`config.mk`:
```
export PLATFORM = sky130hd
export DESIGN_NAME = timer_ch34_mode_config
export DESIGN_NICKNAME = d
export VERILOG_FILES = /design/src/timer_ch34_pkg.sv /design/src/timer_ch34_mode_config.sv
export SDC_FILE = /design/constraint.sdc
export NUM_CORES = 1
export LEC_CHECK = 0
export BUFFER_PORTS_ARGS = -buffer_cell sky130_fd_sc_hd__clkbuf_2
export CAP_MARGIN = 20
export CORE_AREA = 2 2 106 108
export DETAILED_ROUTE_END_ITERATION = 10
export DIE_AREA = 0 0 108 110
export PLACE_DENSITY = 0.67
export SLEW_MARGIN = 20
export SYNTH_ARGS = -nofsm -noshare
export SYNTH_HDL_FRONTEND = slang
export SYNTH_SLANG_ARGS = --single-unit
```
`constraint.sdc`:
```
create_clock -name ref_clk -period 4.65 [get_ports ref_clk]
set_input_delay 0.2325 -clock ref_clk [delete_from_list [all_inputs] [get_ports ref_clk]]
set_output_delay 0.2325 -clock ref_clk [all_outputs]
set_load 0.1 [all_outputs]
```
`src/timer_ch34_pkg.sv`:
```
// Function
// - ch4 select: 00 output, 01 input from input four, 10 from input three.
// - ch3 select: 00 output, 01 input from input three, 10 from input four.
// - select 11 maps capture input to internal trigger, only while trigger select is internal.
// - select field written only while that channel's enable bit is clear.
// - ch4 output fields: clear 15, mode 14:12, preload 11, fast 10, select 9:8.
// - ch3 output fields: clear 7, mode 6:4, preload 3, fast 2, select 1:0.
// - input mode: ch4 filter 15:12, prescale 11:10; ch3 filter 7:4, prescale 3:2.
// - mode register at 0x1C, resets to zero: both channels outputs, options off.
// - prescale 00/01/10/11 captures every 1st, 2nd, 4th, 8th edge.
// - prescale counter cleared while channel enable is zero.
// - filter flips output after N agreeing samples; rate and N from filter code.
package timer_ch34_pkg;

  // ---------------------------------------------------------------
  // register map
  // ---------------------------------------------------------------
  localparam logic [11:0] mode_offset = 12'h01C;
  localparam logic [11:0] enable_offset = 12'h020;
  localparam logic [11:0] status_offset = 12'h040;
  localparam logic [15:0] mode_reset = 16'h0000;
  localparam logic [1:0] enable_reset = 2'h0;

  // ---------------------------------------------------------------
  // field positions
  // ---------------------------------------------------------------
  localparam int chan_byte = 8;
  localparam int sel_lsb = 0;
  localparam int fast_pos = 2;
  localparam int preload_pos = 3;
  localparam int cmode_lsb = 4;
  localparam int clear_pos = 7;
  localparam int psc_lsb = 2;
  localparam int filt_lsb = 4;
  localparam int en_pos_ch3 = 8;
  localparam int en_pos_ch4 = 12;

  // selection codes
  localparam logic [1:0] sel_output = 2'h0;
  localparam logic [1:0] sel_own = 2'h1;
  localparam logic [1:0] sel_other = 2'h2;
  localparam logic [1:0] sel_trigger = 2'h3;

  // decoded per-channel configuration
  typedef struct packed {
    logic clear_enable;
    logic [2:0] compare_mode;
    logic preload_enable;
    logic fast_enable;
    logic [3:0] input_filter;
    logic [1:0] capture_prescale;
    logic [1:0] direction_select;
  } ch_cfg_t;

  // filter code to {log2 of sample divider, agreeing samples}
  function automatic logic [6:0] filter_setting(input logic [3:0] code);
    logic [6:0] r;
    r = 7'h01;
    unique case (code)
      4'h0: r = {3'h0, 4'h1};
      4'h1: r = {3'h0, 4'h2};
      4'h2: r = {3'h0, 4'h4};
      4'h3: r = {3'h0, 4'h8};
      4'h4: r = {3'h1, 4'h6};
      4'h5: r = {3'h1, 4'h8};
      4'h6: r = {3'h2, 4'h6};
      4'h7: r = {3'h2, 4'h8};
      4'h8: r = {3'h3, 4'h6};
      4'h9: r = {3'h3, 4'h8};
      4'hA: r = {3'h4, 4'h5};
      4'hB: r = {3'h4, 4'h6};
      4'hC: r = {3'h4, 4'h8};
      4'hD: r = {3'h5, 4'h5};
      4'hE: r = {3'h5, 4'h6};
      4'hF: r = {3'h5, 4'h8};
    endcase
    return r;
  endfunction

endpackage

```
`src/timer_ch34_mode_config.sv`:
```
// Our own choice: the APB slave port.
`timescale 1ns/10ps
`default_nettype none
module timer_ch34_mode_config (
  input wire logic ref_clk, // 200 MHz clock
  input wire logic reset, // sync, active high
  input wire logic psel, // apb select
  input wire logic penable, // apb enable
  input wire logic pwrite, // apb direction
  input wire logic [11:0] paddr, // apb byte address
  input wire logic [31:0] pwdata, // apb write data
  output logic [31:0] prdata, // apb read data
  output logic pready, // apb ready
  output logic pslverr, // apb error
  input wire logic timer_input_three, // pin, async
  input wire logic timer_input_four, // pin, async
  input wire logic internal_trigger_signal, // same clock
  input wire logic trigger_source_select_internal, // selector picks internal
  output timer_ch34_pkg::ch_cfg_t ch3_config, // decoded ch3 controls
  output timer_ch34_pkg::ch_cfg_t ch4_config, // decoded ch4 controls
  output logic ch3_capture_input, // filtered ch3 input
  output logic ch4_capture_input, // filtered ch4 input
  output logic ch3_capture_event, // ch3 capture pulse
  output logic ch4_capture_event, // ch4 capture pulse
  output logic ch3_channel_enable, // ch3 enable bit
  output logic ch4_channel_enable // ch4 enable bit
);

  // ---------------------------------------------------------------
  // state
  // ---------------------------------------------------------------
  logic [15:0] mode_reg;
  logic [15:0] next_mode_reg;
  logic [1:0] enable_reg;
  logic [1:0] next_enable_reg;
  logic pready_q, next_pready;
  logic pslverr_q, next_pslverr;
  logic [31:0] prdata_q, next_prdata;
  logic [1:0] sync_a, sync_b;
  logic [4:0] div_cnt;
  logic [4:0] next_div_cnt;
  logic [1:0] level;
  logic [1:0] cap_evt;
  logic [5:0] psc_view;
  logic access, wr;
  logic [11:0] status_bits;

  assign access = psel & penable;
  assign wr = access & pwrite & pready_q;

  // pin synchronisers, two stages each
  always_ff @(posedge ref_clk) begin
    if (reset) begin
      sync_a <= 2'h0;
      sync_b <= 2'h0;
    end else begin
      sync_a <= {timer_input_four, timer_input_three};
      sync_b <= sync_a;
    end
  end

  // free-running sample divider
  always_comb begin
    next_div_cnt = div_cnt + 5'h01;
  end

  always_ff @(posedge ref_clk) begin
    if (reset) begin
      div_cnt <= 5'h00;
    end else begin
      div_cnt <= next_div_cnt;
    end
  end

  // ---------------------------------------------------------------
  // apb slave: one wait state, then ready with data
  // ---------------------------------------------------------------
  assign status_bits = {psc_view, 2'h0, cap_evt, level};

  always_comb begin
    next_mode_reg = mode_reg;
    next_enable_reg = enable_reg;
    next_pready = access & ~pready_q;
    next_pslverr = 1'b0;
    next_prdata = 32'h0000_0000;
    if (access & ~pready_q) begin
      unique case (paddr)
        timer_ch34_pkg::mode_offset: next_prdata = {16'h0000, mode_reg};
        timer_ch34_pkg::enable_offset: begin
          next_prdata[timer_ch34_pkg::en_pos_ch3] = enable_reg[0];
          next_prdata[timer_ch34_pkg::en_pos_ch4] = enable_reg[1];
        end
        timer_ch34_pkg::status_offset: next_prdata = {20'h0_0000, status_bits};
        default: next_pslverr = 1'b1;
      endcase
      if (pwrite) begin
        next_prdata = 32'h0000_0000;
      end
    end
    if (wr && paddr == timer_ch34_pkg::mode_offset) begin
      for (int i = 0; i < 2; i++) begin
        // upper six bits of the byte are always writable
        next_mode_reg[i*timer_ch34_pkg::chan_byte + 2 +: 6] =
          pwdata[i*timer_ch34_pkg::chan_byte + 2 +: 6];
        if (!enable_reg[i]) begin
          next_mode_reg[i*timer_ch34_pkg::chan_byte + timer_ch34_pkg::sel_lsb +: 2] =
            pwdata[i*timer_ch34_pkg::chan_byte + timer_ch34_pkg::sel_lsb +: 2];
        end
      end
    end
    if (wr && paddr == timer_ch34_pkg::enable_offset) begin
      next_enable_reg = {pwdata[timer_ch34_pkg::en_pos_ch4], pwdata[timer_ch34_pkg::en_pos_ch3]};
    end
  end

  // bus and register flops
  always_ff @(posedge ref_clk) begin
    if (reset) begin
      mode_reg <= timer_ch34_pkg::mode_reset;
      enable_reg <= timer_ch34_pkg::enable_reset;
      pready_q <= 1'b0;
      pslverr_q <= 1'b0;
      prdata_q <= 32'h0000_0000;
    end else begin
      mode_reg <= next_mode_reg;
      enable_reg <= next_enable_reg;
      pready_q <= next_pready;
      pslverr_q <= next_pslverr;
      prdata_q <= next_prdata;
    end
  end

  // ---------------------------------------------------------------
  // channels: index 0 is ch3, index 1 is ch4
  // ---------------------------------------------------------------
  for (genvar i = 0; i < 2; i++) begin : chan
    logic [7:0] cb;
    logic [1:0] sel;
    logic raw;
    logic [6:0] fset;
    logic sample_en;
    logic filt_out, next_filt_out, filt_prev;
    logic [3:0] filt_cnt, next_filt_cnt;
    logic [2:0] psc_cnt, next_psc_cnt;
    logic [2:0] psc_limit;
    logic cap, next_cap;
    timer_ch34_pkg::ch_cfg_t cfg, next_cfg;

    assign cb = mode_reg[i*timer_ch34_pkg::chan_byte +: 8];
    assign sel = cb[timer_ch34_pkg::sel_lsb +: 2];
    assign fset = timer_ch34_pkg::filter_setting(cb[timer_ch34_pkg::filt_lsb +: 4]);
    assign sample_en = (div_cnt & 5'((6'h01 << fset[6:4]) - 6'h01)) == 5'h00;
    assign psc_limit = 3'((4'h1 << cb[timer_ch34_pkg::psc_lsb +: 2]) - 4'h1);

    // capture input routing
    always_comb begin
      raw = 1'b0;
      unique case (sel)
        timer_ch34_pkg::sel_own: raw = sync_b[i];
        timer_ch34_pkg::sel_other: raw = sync_b[1-i];
        timer_ch34_pkg::sel_trigger:
          raw = internal_trigger_signal & trigger_source_select_internal;
        default: raw = 1'b0;
      endcase
    end

    // digital filter, prescaler and control decode
    always_comb begin
      next_filt_out = filt_out;
      next_filt_cnt = filt_cnt;
      next_psc_cnt = psc_cnt;
      next_cap = 1'b0;
      next_cfg = '0;
      if (sel == timer_ch34_pkg::sel_output) begin
        next_filt_out = 1'b0;
        next_filt_cnt = 4'h0;
      end else if (sample_en) begin
        if (raw == filt_out) begin
          next_filt_cnt = 4'h0;
        end else if (filt_cnt + 4'h1 >= fset[3:0]) begin
          next_filt_out = raw;
          next_filt_cnt = 4'h0;
        end else begin
          next_filt_cnt = filt_cnt + 4'h1;
        end
      end
      if (!enable_reg[i] || sel == timer_ch34_pkg::sel_output) begin
        next_psc_cnt = 3'h0;
      end else if (filt_out & ~filt_prev) begin
        if (psc_cnt == psc_limit) begin
          next_cap = 1'b1;
          next_psc_cnt = 3'h0;
        end else begin
          next_psc_cnt = psc_cnt + 3'h1;
        end
      end
      next_cfg.direction_select = sel;
      if (sel == timer_ch34_pkg::sel_output) begin
        next_cfg.clear_enable = cb[timer_ch34_pkg::clear_pos];
        next_cfg.compare_mode = cb[timer_ch34_pkg::cmode_lsb +: 3];
        next_cfg.preload_enable = cb[timer_ch34_pkg::preload_pos];
        next_cfg.fast_enable = cb[timer_ch34_pkg::fast_pos];
      end else begin
        next_cfg.input_filter = cb[timer_ch34_pkg::filt_lsb +: 4];
        next_cfg.capture_prescale = cb[timer_ch34_pkg::psc_lsb +: 2];
      end
    end

    always_ff @(posedge ref_clk) begin
      if (reset) begin
        filt_out <= 1'b0;
        filt_prev <= 1'b0;
        filt_cnt <= 4'h0;
        psc_cnt <= 3'h0;
        cap <= 1'b0;
        cfg <= '0;
      end else begin
        filt_out <= next_filt_out;
        filt_prev <= filt_out;
        filt_cnt <= next_filt_cnt;
        psc_cnt <= next_psc_cnt;
        cap <= next_cap;
        cfg <= next_cfg;
      end
    end

    assign level[i] = filt_out;
    assign cap_evt[i] = cap;
    assign psc_view[i*3 +: 3] = psc_cnt;
  end

  // ---------------------------------------------------------------
  // outputs, all from flops
  // ---------------------------------------------------------------
  assign prdata = prdata_q;
  assign pready = pready_q;
  assign pslverr = pslverr_q;
  assign ch3_config = chan[0].cfg;
  assign ch4_config = chan[1].cfg;
  assign ch3_capture_input = chan[0].filt_out;
  assign ch4_capture_input = chan[1].filt_out;
  assign ch3_capture_event = chan[0].cap;
  assign ch4_capture_event = chan[1].cap;
  assign ch3_channel_enable = enable_reg[0];
  assign ch4_channel_enable = enable_reg[1];
endmodule
`default_nettype wire

```
==> impl_metrics.csv, run 1 <==
group,metric,value,unit
status,run_status,"finished clean",
global_route,grt_max_degree,50,
power,total_power_divided_by_cell_area,286.7,mW/mm2
detailed_routing,first_iter_violations,143,
timing,timing.final.crit_share,60.90,%
clock_network,clk_transition_reported_paths,110,ps
detailed_routing,drt_pre_antenna_iters,4,
cells_and_area,antenna_cells_inserted,0,
worst_setup_path,crit_path_start_kind,"register",
global_route,overflow,0,
place,instance_area_at_placement,0.005236,mm2
timing,final_hold_viol_count,0,
cells_and_area,drive_gt1_share,22.00,%
clock_network,postCtsHoldBufs,0,
cells_and_area,stdcell_area,0.005411,mm2
detailed_routing,drc_errors,0,
min_path,min-delay-start,"reset",
clock_network,root_buffer_cell,"clkbuf_8",
die,coreArea,0.01070,mm2
worst_setup_path,critical-path-top-delay-family,"simple AND/OR/NAND/NOR gates",
place,gpl.final_weighted_congestion,0.8499,
cells_and_area,final.fill_count,1023,
die,fp.dieW,108,um
timing,clock-skew-final,16.58,ps
global_route,grtUsageTotal,17.50,%
detailed_routing,post_route_ant_nets,0,
timing,slew_viol_final,0,
yosys,synth.ff_latch_count,107,
clock_network,cts-buffers-inserted,9,
worst_setup_path,crit_path_end_kind,"register",
worst_setup_path,timing.critical_path.mode_cell,"nand2_1",
detailed_routing,avg_wl_per_cell,13.94,um
min_path,whs_path_depth,2,
cells_and_area,syn_to_final_growth,13.37,%
die,rows,38,
timing,setup_viol_count_final,0,
clock_network,ctsResizeCount,0,
detailed_routing,routed_via_density,4.992,
worst_setup_path,timing.critical_path.buf_inv,1,
place,post-dp-hpwl,7570,um
power,leakage,0.002221,uW
global_route,antenna_found_initial,0,
detailed_routing,routed_wl,10190,um
timing,setup_repair_after_global_routing_missed_its_margin,"false",
cells_and_area,ff_latch_area,0.002142,mm2
yosys,synth_enable_flop_cells,0,
global_route,vias_in_the_first_global_route,3496,
timing,worst_pin_slew,833.4,ps
global_route,grt_first_pass_wirelength,16210,um
yosys,synth_cell_type_count,70,
worst_setup_path,timing.critical_path.required,4910,ps
worst_setup_path,reg2reg_depth,11,
worst_setup_path,critPathMaxStageDelay,470,ps
min_path,endpoint_worst_hold,"mode_reg[2]",
timing,max_freq,0.3531,GHz
worst_setup_path,critical_path_cell_by_cell,"and4_1 > and3_1 > nand2_1 > nand2_1 > a21oi_1 > inv_1 > ha_1 > nand2_1 > o211ai_1 > a21o_1 > a2bb2oi_1",
yosys,yosys_warning_count,0,
detailed_routing,detailroute.via_count,3649,
timing,tns,0,ps
worst_setup_path,r2r-start,"pready",
worst_setup_path,crit_path_top_delay_cell,"nand2_1",
yosys,synth-seq-area-share,44.88,%
die,number_of_top_level_pins,121,
clock_network,clock_latency,370,ps
clock_network,ctsHtreeMaxLevel,3,
die,die_area,0.01188,mm2
worst_setup_path,ff2ff_setup_slack,1820,ps
timing,min_period,2832,ps
timing,finalHoldWorstSlack,65.37,ps
timing,timing.max_slew.rel_slack,44.02,%
clock_network,cts_setup_buffers,0,
yosys,synthArstFlopShare,0,%
power,max_vdd_drop,0.1772,mV
cells_and_area,finish.net_count,662,
job,max-cap-violations,0,
worst_setup_path,r2r_end,"chan[1].fset[2]",
min_path,worst_hold_path_type,"input port to register",
worst_setup_path,crit_arrival,3090,ps
yosys,synthesis.area,0.004773,mm2
worst_setup_path,critical_path_peak_fanout,20,
place,portBuffers,88,
clock_network,cts.sink_count,107,
yosys,postSynthAreaPerCell,9.528,um2
die,die_h,110,um
clock_network,tritoncts,"yes",
worst_setup_path,crit_type,"register to register",
die,floorplan.initialDensity,44.62,%
yosys,netlist_instances,501,
clock_network,cts-root-to-sink-buffers,2,
cells_and_area,multiInputGateArea,0.002385,mm2
yosys,synth_flop_cell,"dfxtp_1",
[cell usage in the layout, fill, tap and decap left out, drive strengths merged, types with 5 or more instances in the layout]
cell type  instances
dfxtp            107
nor2              32
and2              31
nand2b             9
a21oi             26
inv               24
nand3             16
xnor2              9
a22o              10
ha                23
conb              16
nor3b              5
nor2b             22
and3               5
clkbuf            97
xor2               9
nor3              12
nand2             41
o21ai             28
mux2i             11
[metrics by stage]
stage	util, %	power, uW	instances	setup WS [ps]
6_report	50.58	1552	731	1818
5_1_grt	50.58	1613	731	1561
4_1_cts	50.58	1572	731	1837
3_5_place_dp	48.95	1056	715	1737
3_3_place_gp	48.95	1055	715	1816
2_1_floorplan	-	1040	516	1537
[synthesized netlist by cell type, types with 2 or more instances]
library cell,number,area share (%)
o32ai_1,2,0.37
a32o_1,3,0.63
a311oi_1,2,0.37
buf_6,5,1.2
nand4b_1,3,0.55
nor3_1,12,1.3
o22ai_1,2,0.26
dfxtp_1,107,45
a22o_1,10,1.8
o21a_1,2,0.31
a21boi_0,2,0.31
buf_2,2,0.21
xnor2_1,9,1.7
nand3_1,15,1.6
o211ai_1,4,0.63
a2bb2oi_1,3,0.55
inv_1,21,1.7
a21oi_1,22,2.3
a32oi_1,4,0.73
buf_1,3,0.24
nor2b_1,22,2.9
or2_2,2,0.26
clkbuf_1,3,0.24
nand2b_1,9,1.2
o21ai_0,24,2.5
buf_4,17,2.7
o21ai_1,2,0.21
nor2_1,29,2.3
a21oi_2,4,0.73
nand2_1,40,3.1
xor2_1,9,1.7
and2_1,30,3.9
ha_1,23,6.0
and3_1,4,0.52
nor3b_1,5,0.79
mux2i_1,10,2.1
nand3b_1,2,0.31
[power breakdown]
group | internal (uW) | total [uW] | switching (uW) | leakage [uW]
sequential | 920 | 925 | 4.32 | 0.000863
clock | 198 | 516 | 319 | 0.0000860
combinational | 22.4 | 111 | 88.4 | 0.00127
[metal layers]
layer | global-route usage [%] | vias up | share of wire [%]
met5 | 0 | - | 0
met2 | 30.05 | 94 | 49
met4 | 6.502 | 0 | 1.5
li1 | - | 1861 | -
met3 | 3.762 | 11 | 4.7
met1 | 21.68 | 1683 | 45
[layout make-up]
type                       instances  share of cell area, %
multi-input combinational        356                  44.07
clock inverter                     7                 0.9480
inverter                          23                  1.595
timing repair buffer              89                  8.277
tap                              140                  3.237
sequential                       107                  39.58
clock buffer                       9                  2.289
[worst max path at each step]
stage | start | end | slack (ps) | cells past startpoint
3_3_place_gp | paddr[9] | chan[1].fset[2] | 1820 | 12
2_1_floorplan | pready | chan[1].fset[2] | 1540 | 12
3_5_place_dp | paddr[9] | chan[1].fset[2] | 1740 | 12
4_1_cts | pready | chan[1].fset[2] | 1840 | 11
6_report | pready | chan[1].fset[2] | 1820 | 11
5_1_grt | pready | chan[1].fset[3] | 1560 | 11
[kinds of logic (layout without fill, tap and decap cells)]
logic type	after synthesis	in the layout	synth area share, %
muxes	11	11	2.385
adders and majority gates	23	23	6.029
AOI/OAI and AO/OA	99	99	14.65
xor gates and xnor gates	18	18	3.303
other	1	16	0.07856
DFF	107	107	44.88
and+or+nand+nor	189	189	22.33
buffers and inverters	53	128	6.343
No activity file was read; power rests on OpenSTA's default activity.
==> inputs of run 2 (changes only) <==
Settings changed: PLACE_DENSITY 0.67 to 0.7.
Clock period 4.65 ns to 2.3 ns, I/O delays scaled along.
==> run 2 against run 1 <==
Global-route usage up 1.2 points. First-iteration DRC count shrank 0.70%. Non-clock buffer count rose by 26. Flip-flop and latch count stayed put. Combinational power increased by 120%. Highest routed layer unchanged. Register-to-register slack lost 1600 ps.
==> impl_metrics.csv, run 2 (same netlist as run 1, synthesis figures left out) <==
group,metric,value,unit
clock_network,cts-root-to-sink-buffers,2,
detailed_routing,routed_wl,10740,um
power,total_power_divided_by_cell_area,550.9,mW/mm2
die,die_h,110,um
worst_setup_path,r2r-start,"chan[1].filt_cnt[0]",
detailed_routing,routed.top_layer,"met4",
detailed_routing,first_iter_violations,142,
place,gpl.final_weighted_congestion,0.8252,
die,number_of_top_level_pins,121,
place,portBuffers,88,
global_route,overflow,0,
power,fin_total_pwr,3143,uW
timing,slew_viol_final,0,
detailed_routing,wirelength_met1,4774,um
timing,timing.final.crit_share,93.82,%
cells_and_area,mostFrequentLayoutCell,"dfxtp_1",
worst_setup_path,timing.critical_path.buf_inv,4,
power,leakage,0.002353,uW
worst_setup_path,critical-path-top-delay-family,"buffers and inverters",
timing,tns,0,ps
timing,setup_viol_count_final,0,
worst_setup_path,crit_path_top_delay_cell,"dlygate4sd3_1",
detailed_routing,avg_wl_per_cell,14.19,um
timing,min_period,2158,ps
global_route,vias_in_the_first_global_route,3632,
die,rows,38,
cells_and_area,syn_to_final_growth,19.50,%
timing,final_hold_viol_count,0,
die,coreArea,0.01070,mm2
clock_network,root_buffer_cell,"clkbuf_8",
cells_and_area,antenna_cells_inserted,0,
place,post-dp-hpwl,7980,um
timing,setup_repair_after_global_routing_missed_its_margin,"false",
timing,timing.max_slew.rel_slack,61.34,%
min_path,min-delay-start,"pwdata[13]",
cells_and_area,stdcell_area,0.005704,mm2
detailed_routing,routed_via_density,5.058,
clock_network,cts.sink_count,107,
worst_setup_path,crit_type,"input port to register",
die,fp.dieW,108,um
min_path,worst_hold_path_type,"input port to register",
clock_network,ctsHtreeMaxLevel,3,
timing,max_freq,0.4634,GHz
cells_and_area,most-common-layout-cells,"dfxtp_1, clkbuf_2, nand2_1",
power,max_vdd_drop,0.2883,mV
timing,finalHoldWorstSlack,25.78,ps
worst_setup_path,critical_path_cell_by_cell,"dlygate4sd3_1 > clkbuf_2 > nand2_1 > dlygate4sd3_1 > nor3_1 > nand2b_1 > nor4_4 > buf_4 > a22o_1",
global_route,antenna_found_initial,0,
worst_setup_path,worstSetupStartpoint,"penable",
detailed_routing,post_route_ant_nets,0,
status,run_status,"finished clean",
cells_and_area,drive_gt1_share,24.96,%
worst_setup_path,timing.critical_path.required,2620,ps
detailed_routing,met3WireLength,536,um
global_route,grtUsageTotal,18.67,%
clock_network,tritoncts,"yes",
detailed_routing,drt_pre_antenna_iters,5,
timing,worst_pin_slew,575.5,ps
die,floorplan.initialDensity,44.62,%
worst_setup_path,crit_path_start_kind,"input port",
clock_network,cts-buffers-inserted,9,
worst_setup_path,critPathMaxStageDelay,550,ps
global_route,grt_first_pass_wirelength,17150,um
global_route,grt_max_degree,23,
die,die_area,0.01188,mm2
job,max-cap-violations,0,
worst_setup_path,critical_path_peak_fanout,14,
timing,clock-skew-final,11.75,ps
worst_setup_path,timing.critical_path.mode_cell,"dlygate4sd3_1",
place,instance_area_at_placement,0.005374,mm2
detailed_routing,detailroute.via_count,3829,
cells_and_area,finish.net_count,688,
clock_network,clk_transition_reported_paths,100,ps
detailed_routing,met2_length,5148,um
clock_network,clock_latency,380,ps
worst_setup_path,crit_path_end_kind,"register",
worst_setup_path,crit_arrival,2480,ps
detailed_routing,drc_errors,0,
==> run 2: changes by cell type in the layout (fill, tap and decap cells not counted), moves of 2 or more <==
cell	previous run	this run
a21oi_4	0	2
buf_4	1	14
dlygate4sd3_1	0	13
ha_1	23	21
inv_1	21	19
inv_2	1	3
nand2_1	40	38
==> run 2: through the flow <==
step	util, %	std cells	setup slack (ps)
finish	53.32	757	142.1
global route	53.32	757	37.28
CTS	52.92	755	74.07
detailed placement	50.23	727	106.3
global placement	50.23	727	160.7
floorplan	-	516	-54.44
==> run 2: final cells by class <==
type / instances / area [um2]
fillers: 979 / 4994
multi-input cells: 356 / 2454
flip-flops and latches: 107 / 2146
repair buffers: 115 / 675.6
well taps: 140 / 175.2
clock buffers: 10 / 127.6
inverters: 23 / 86.33
clock inverters: 6 / 40.04
==> run 2: worst paths after layout <==
kind / cells after the start / endpoint / slack (ps)
worst max register to register: 7 / chan[1].filt_cnt[2] / 190
worst min-delay path: 3 / mode_reg[13] / 30
worst max-delay path: 9 / prdata[2] / 140
worst min register to register: 1 / sync_b[1] / 450
==> run 2: worst reg2reg max path, stage by stage, from the launching register on <==
cell and delay, ps:
dfxtp_1 430, ha_1 290, ha_1 280, a21boi_0 150, o21ai_0 100, a21oi_1 340
nor3_2 130, a32o_1 280
==> run 2: repair_timing <==
action | CTS | global route
hold buffers | 12 | 1
gates resized for setup | 0 | 9
setup buffers | 0 | 1
endpoints found under the setup margin | 0 | 7
hold endpoints to repair | 12 | 1
==> run 2: power by group <==
group          internal [uW]  leakage, uW  switching, uW  total, uW
Clock                    396    0.0000868            632       1030
Combinational           60.8      0.00140            184        245
Sequential              1860     0.000864           9.20       1870
==> run 2: per-layer routing <==
metal	track usage, %	up-vias
met5	0	-
li1	-	1915
met3	4.409	22
met2	30.82	98
met4	8.608	0
met1	23.24	1794
==> inputs of run 3 (changes only) <==
Settings changed: GPL_TIMING_DRIVEN from default to 0.
==> run 3 against run 2 <==
Register-to-register slack lost 90 ps. Utilization grew 2.4 points. Clock power grew 17%. Critical endpoint is now chan[1].fset[2].
==> impl_metrics.csv, run 3 (same netlist as run 1, synthesis figures left out) <==
group,metric,value,unit
die,die_h,110,um
timing,final_hold_viol_count,0,
global_route,grt_max_degree,20,
timing,max_freq,0.4555,GHz
detailed_routing,avg_wl_per_cell,14.48,um
die,number_of_top_level_pins,121,
cells_and_area,post-route-util,55.75,%
global_route,grt_first_pass_wirelength,18000,um
detailed_routing,routed_wl,11330,um
detailed_routing,wirelength_met1,4987,um
min_path,whs_path_depth,3,
cells_and_area,final.fill_count,943,
global_route,overflow,0,
clock_network,clock_latency,370,ps
worst_setup_path,crit_path_end_kind,"register",
cells_and_area,multiInputGateArea,0.002485,mm2
global_route,antenna_found_initial,0,
global_route,vias_in_the_first_global_route,3694,
cells_and_area,syn_to_final_growth,24.95,%
worst_setup_path,crit_arrival,2450,ps
timing,timing.final.crit_share,95.46,%
cells_and_area,mostFrequentLayoutCell,"dfxtp_1",
worst_setup_path,crit_type,"register to register",
job,max-cap-violations,0,
power,fin_total_pwr,3351,uW
detailed_routing,detailroute.via_count,3916,
timing,setup_repair_after_global_routing_missed_its_margin,"false",
die,fp.dieW,108,um
die,rows,38,
status,run_status,"finished clean",
worst_setup_path,reg2reg_depth,13,
clock_network,clk_transition_reported_paths,100,ps
worst_setup_path,ff2ff_setup_slack,100,ps
clock_network,root_buffer_cell,"clkbuf_8",
timing,setup_slack,104.4,ps
clock_network,ctsHtreeMaxLevel,3,
die,coreArea,0.01070,mm2
detailed_routing,routed.top_layer,"met4",
worst_setup_path,timing.critical_path.required,2550,ps
place,post-dp-hpwl,8374,um
cells_and_area,drive_gt1_share,27.57,%
clock_network,cts-root-to-sink-buffers,2,
place,portBuffers,88,
timing,min_period,2196,ps
timing,slew_viol_final,0,
power,total_power_divided_by_cell_area,561.8,mW/mm2
place,post-place-ws,-421.0,ps
cells_and_area,most-common-layout-cells,"dfxtp_1, clkbuf_2, nand2_1",
timing,tns,0,ps
timing,worst_pin_slew,671.8,ps
detailed_routing,routed_via_density,5.008,
worst_setup_path,crit_path_start_kind,"register",
place,gpl.final_weighted_congestion,0.8033,
cells_and_area,ff_latch_area,0.002146,mm2
die,die_area,0.01188,mm2
detailed_routing,post_route_ant_nets,0,
min_path,worst_hold_path_type,"input port to register",
timing,setup_viol_count_final,0,
power,leakage,0.002506,uW
detailed_routing,drt_pre_antenna_iters,4,
detailed_routing,drc_errors,0,
clock_network,cts.sink_count,107,
global_route,grtUsageTotal,19.56,%
cells_and_area,finish.net_count,713,
worst_setup_path,critical_path_peak_fanout,6,
clock_network,tritoncts,"yes",
detailed_routing,first_iter_violations,140,
cells_and_area,antenna_cells_inserted,0,
timing,timing.max_slew.rel_slack,55.05,%
detailed_routing,met2_length,5673,um
die,floorplan.initialDensity,44.62,%
timing,clock-skew-final,9.083,ps
clock_network,cts-buffers-inserted,9,
power,max_vdd_drop,0.3296,mV
detailed_routing,met3WireLength,563,um
-- run 3: cell count changes in the layout (fill, tap and decap cells not counted), moves of 2 or more --
cell      before  now
buf_6          0    6
nand2_4        1    3
buf_4         14   26
buf_1          0    3
nand2_1       38   36
clkinv_2       3    0
buf_2          0    2
clkbuf_1       1    3
-- run 3: power breakdown --
group | switching, uW | internal, uW | leakage [uW]
clock network | 678 | 529 | 0.000102
logic | 196 | 79.4 | 0.00154
registers | 8.72 | 1860 | 0.000864
total | 882 | 2470 | 0.00251
-- run 3: metal layers --
metal / up-vias / global-route usage [%]
li1: 1965 / -
met1: 1840 / 24.73
met2: 102 / 34.46
met3: 9 / 3.704
met4: 0 / 4.945
met5: - / 0
-- run 3: cell type report --
type	count	share of cell area [%]
inverters	23	1.447
repair buffers	110	10.74
flip-flops and latches	107	35.98
multi-input cells	356	41.66
clock buffers	10	2.140
plain buffers	30	3.713
clock inverters	6	1.385
well taps	140	2.937
-- run 3: path summary, 6_finish.rpt --
kind	from	to
setup reg to reg	pready	chan[1].fset[2]
hold reg to reg	pready	pready
hold / removal	pwdata[13]	mode_reg[13]
setup / recovery	pready	chan[1].fset[2]
-- run 3: metrics by stage --
step	instance area, um2	cells	hold WS (ps)
2_1_floorplan	4877	516	215.2
3_3_place_gp	5493	744	335.6
3_5_place_dp	5493	744	327.9
4_1_cts	5869	776	8.515
5_1_grt	5964	782	19.80
6_report	5964	782	31.88
-- run 3: critical path, cell delays in order, from the launching register on --
cell and delay (ps):
dfxtp_4 360, and4_4 190, and3_4 150, buf_6 130
nand2_4 70, buf_6 120, nand2_4 60, a21oi_4 170
inv_2 70, ha_4 250, nand2_1 70, o211ai_1 80
a21o_1 230, a2bb2oi_2 150
-- run 3: timing repair --
action	4_1_cts	5_1_grt
setup endpoints to repair	2	18
buffers inserted	3	7
pin swaps	3	6
endpoints found under the hold margin	13	0
gates resized for setup	4	13
hold buffers	13	0
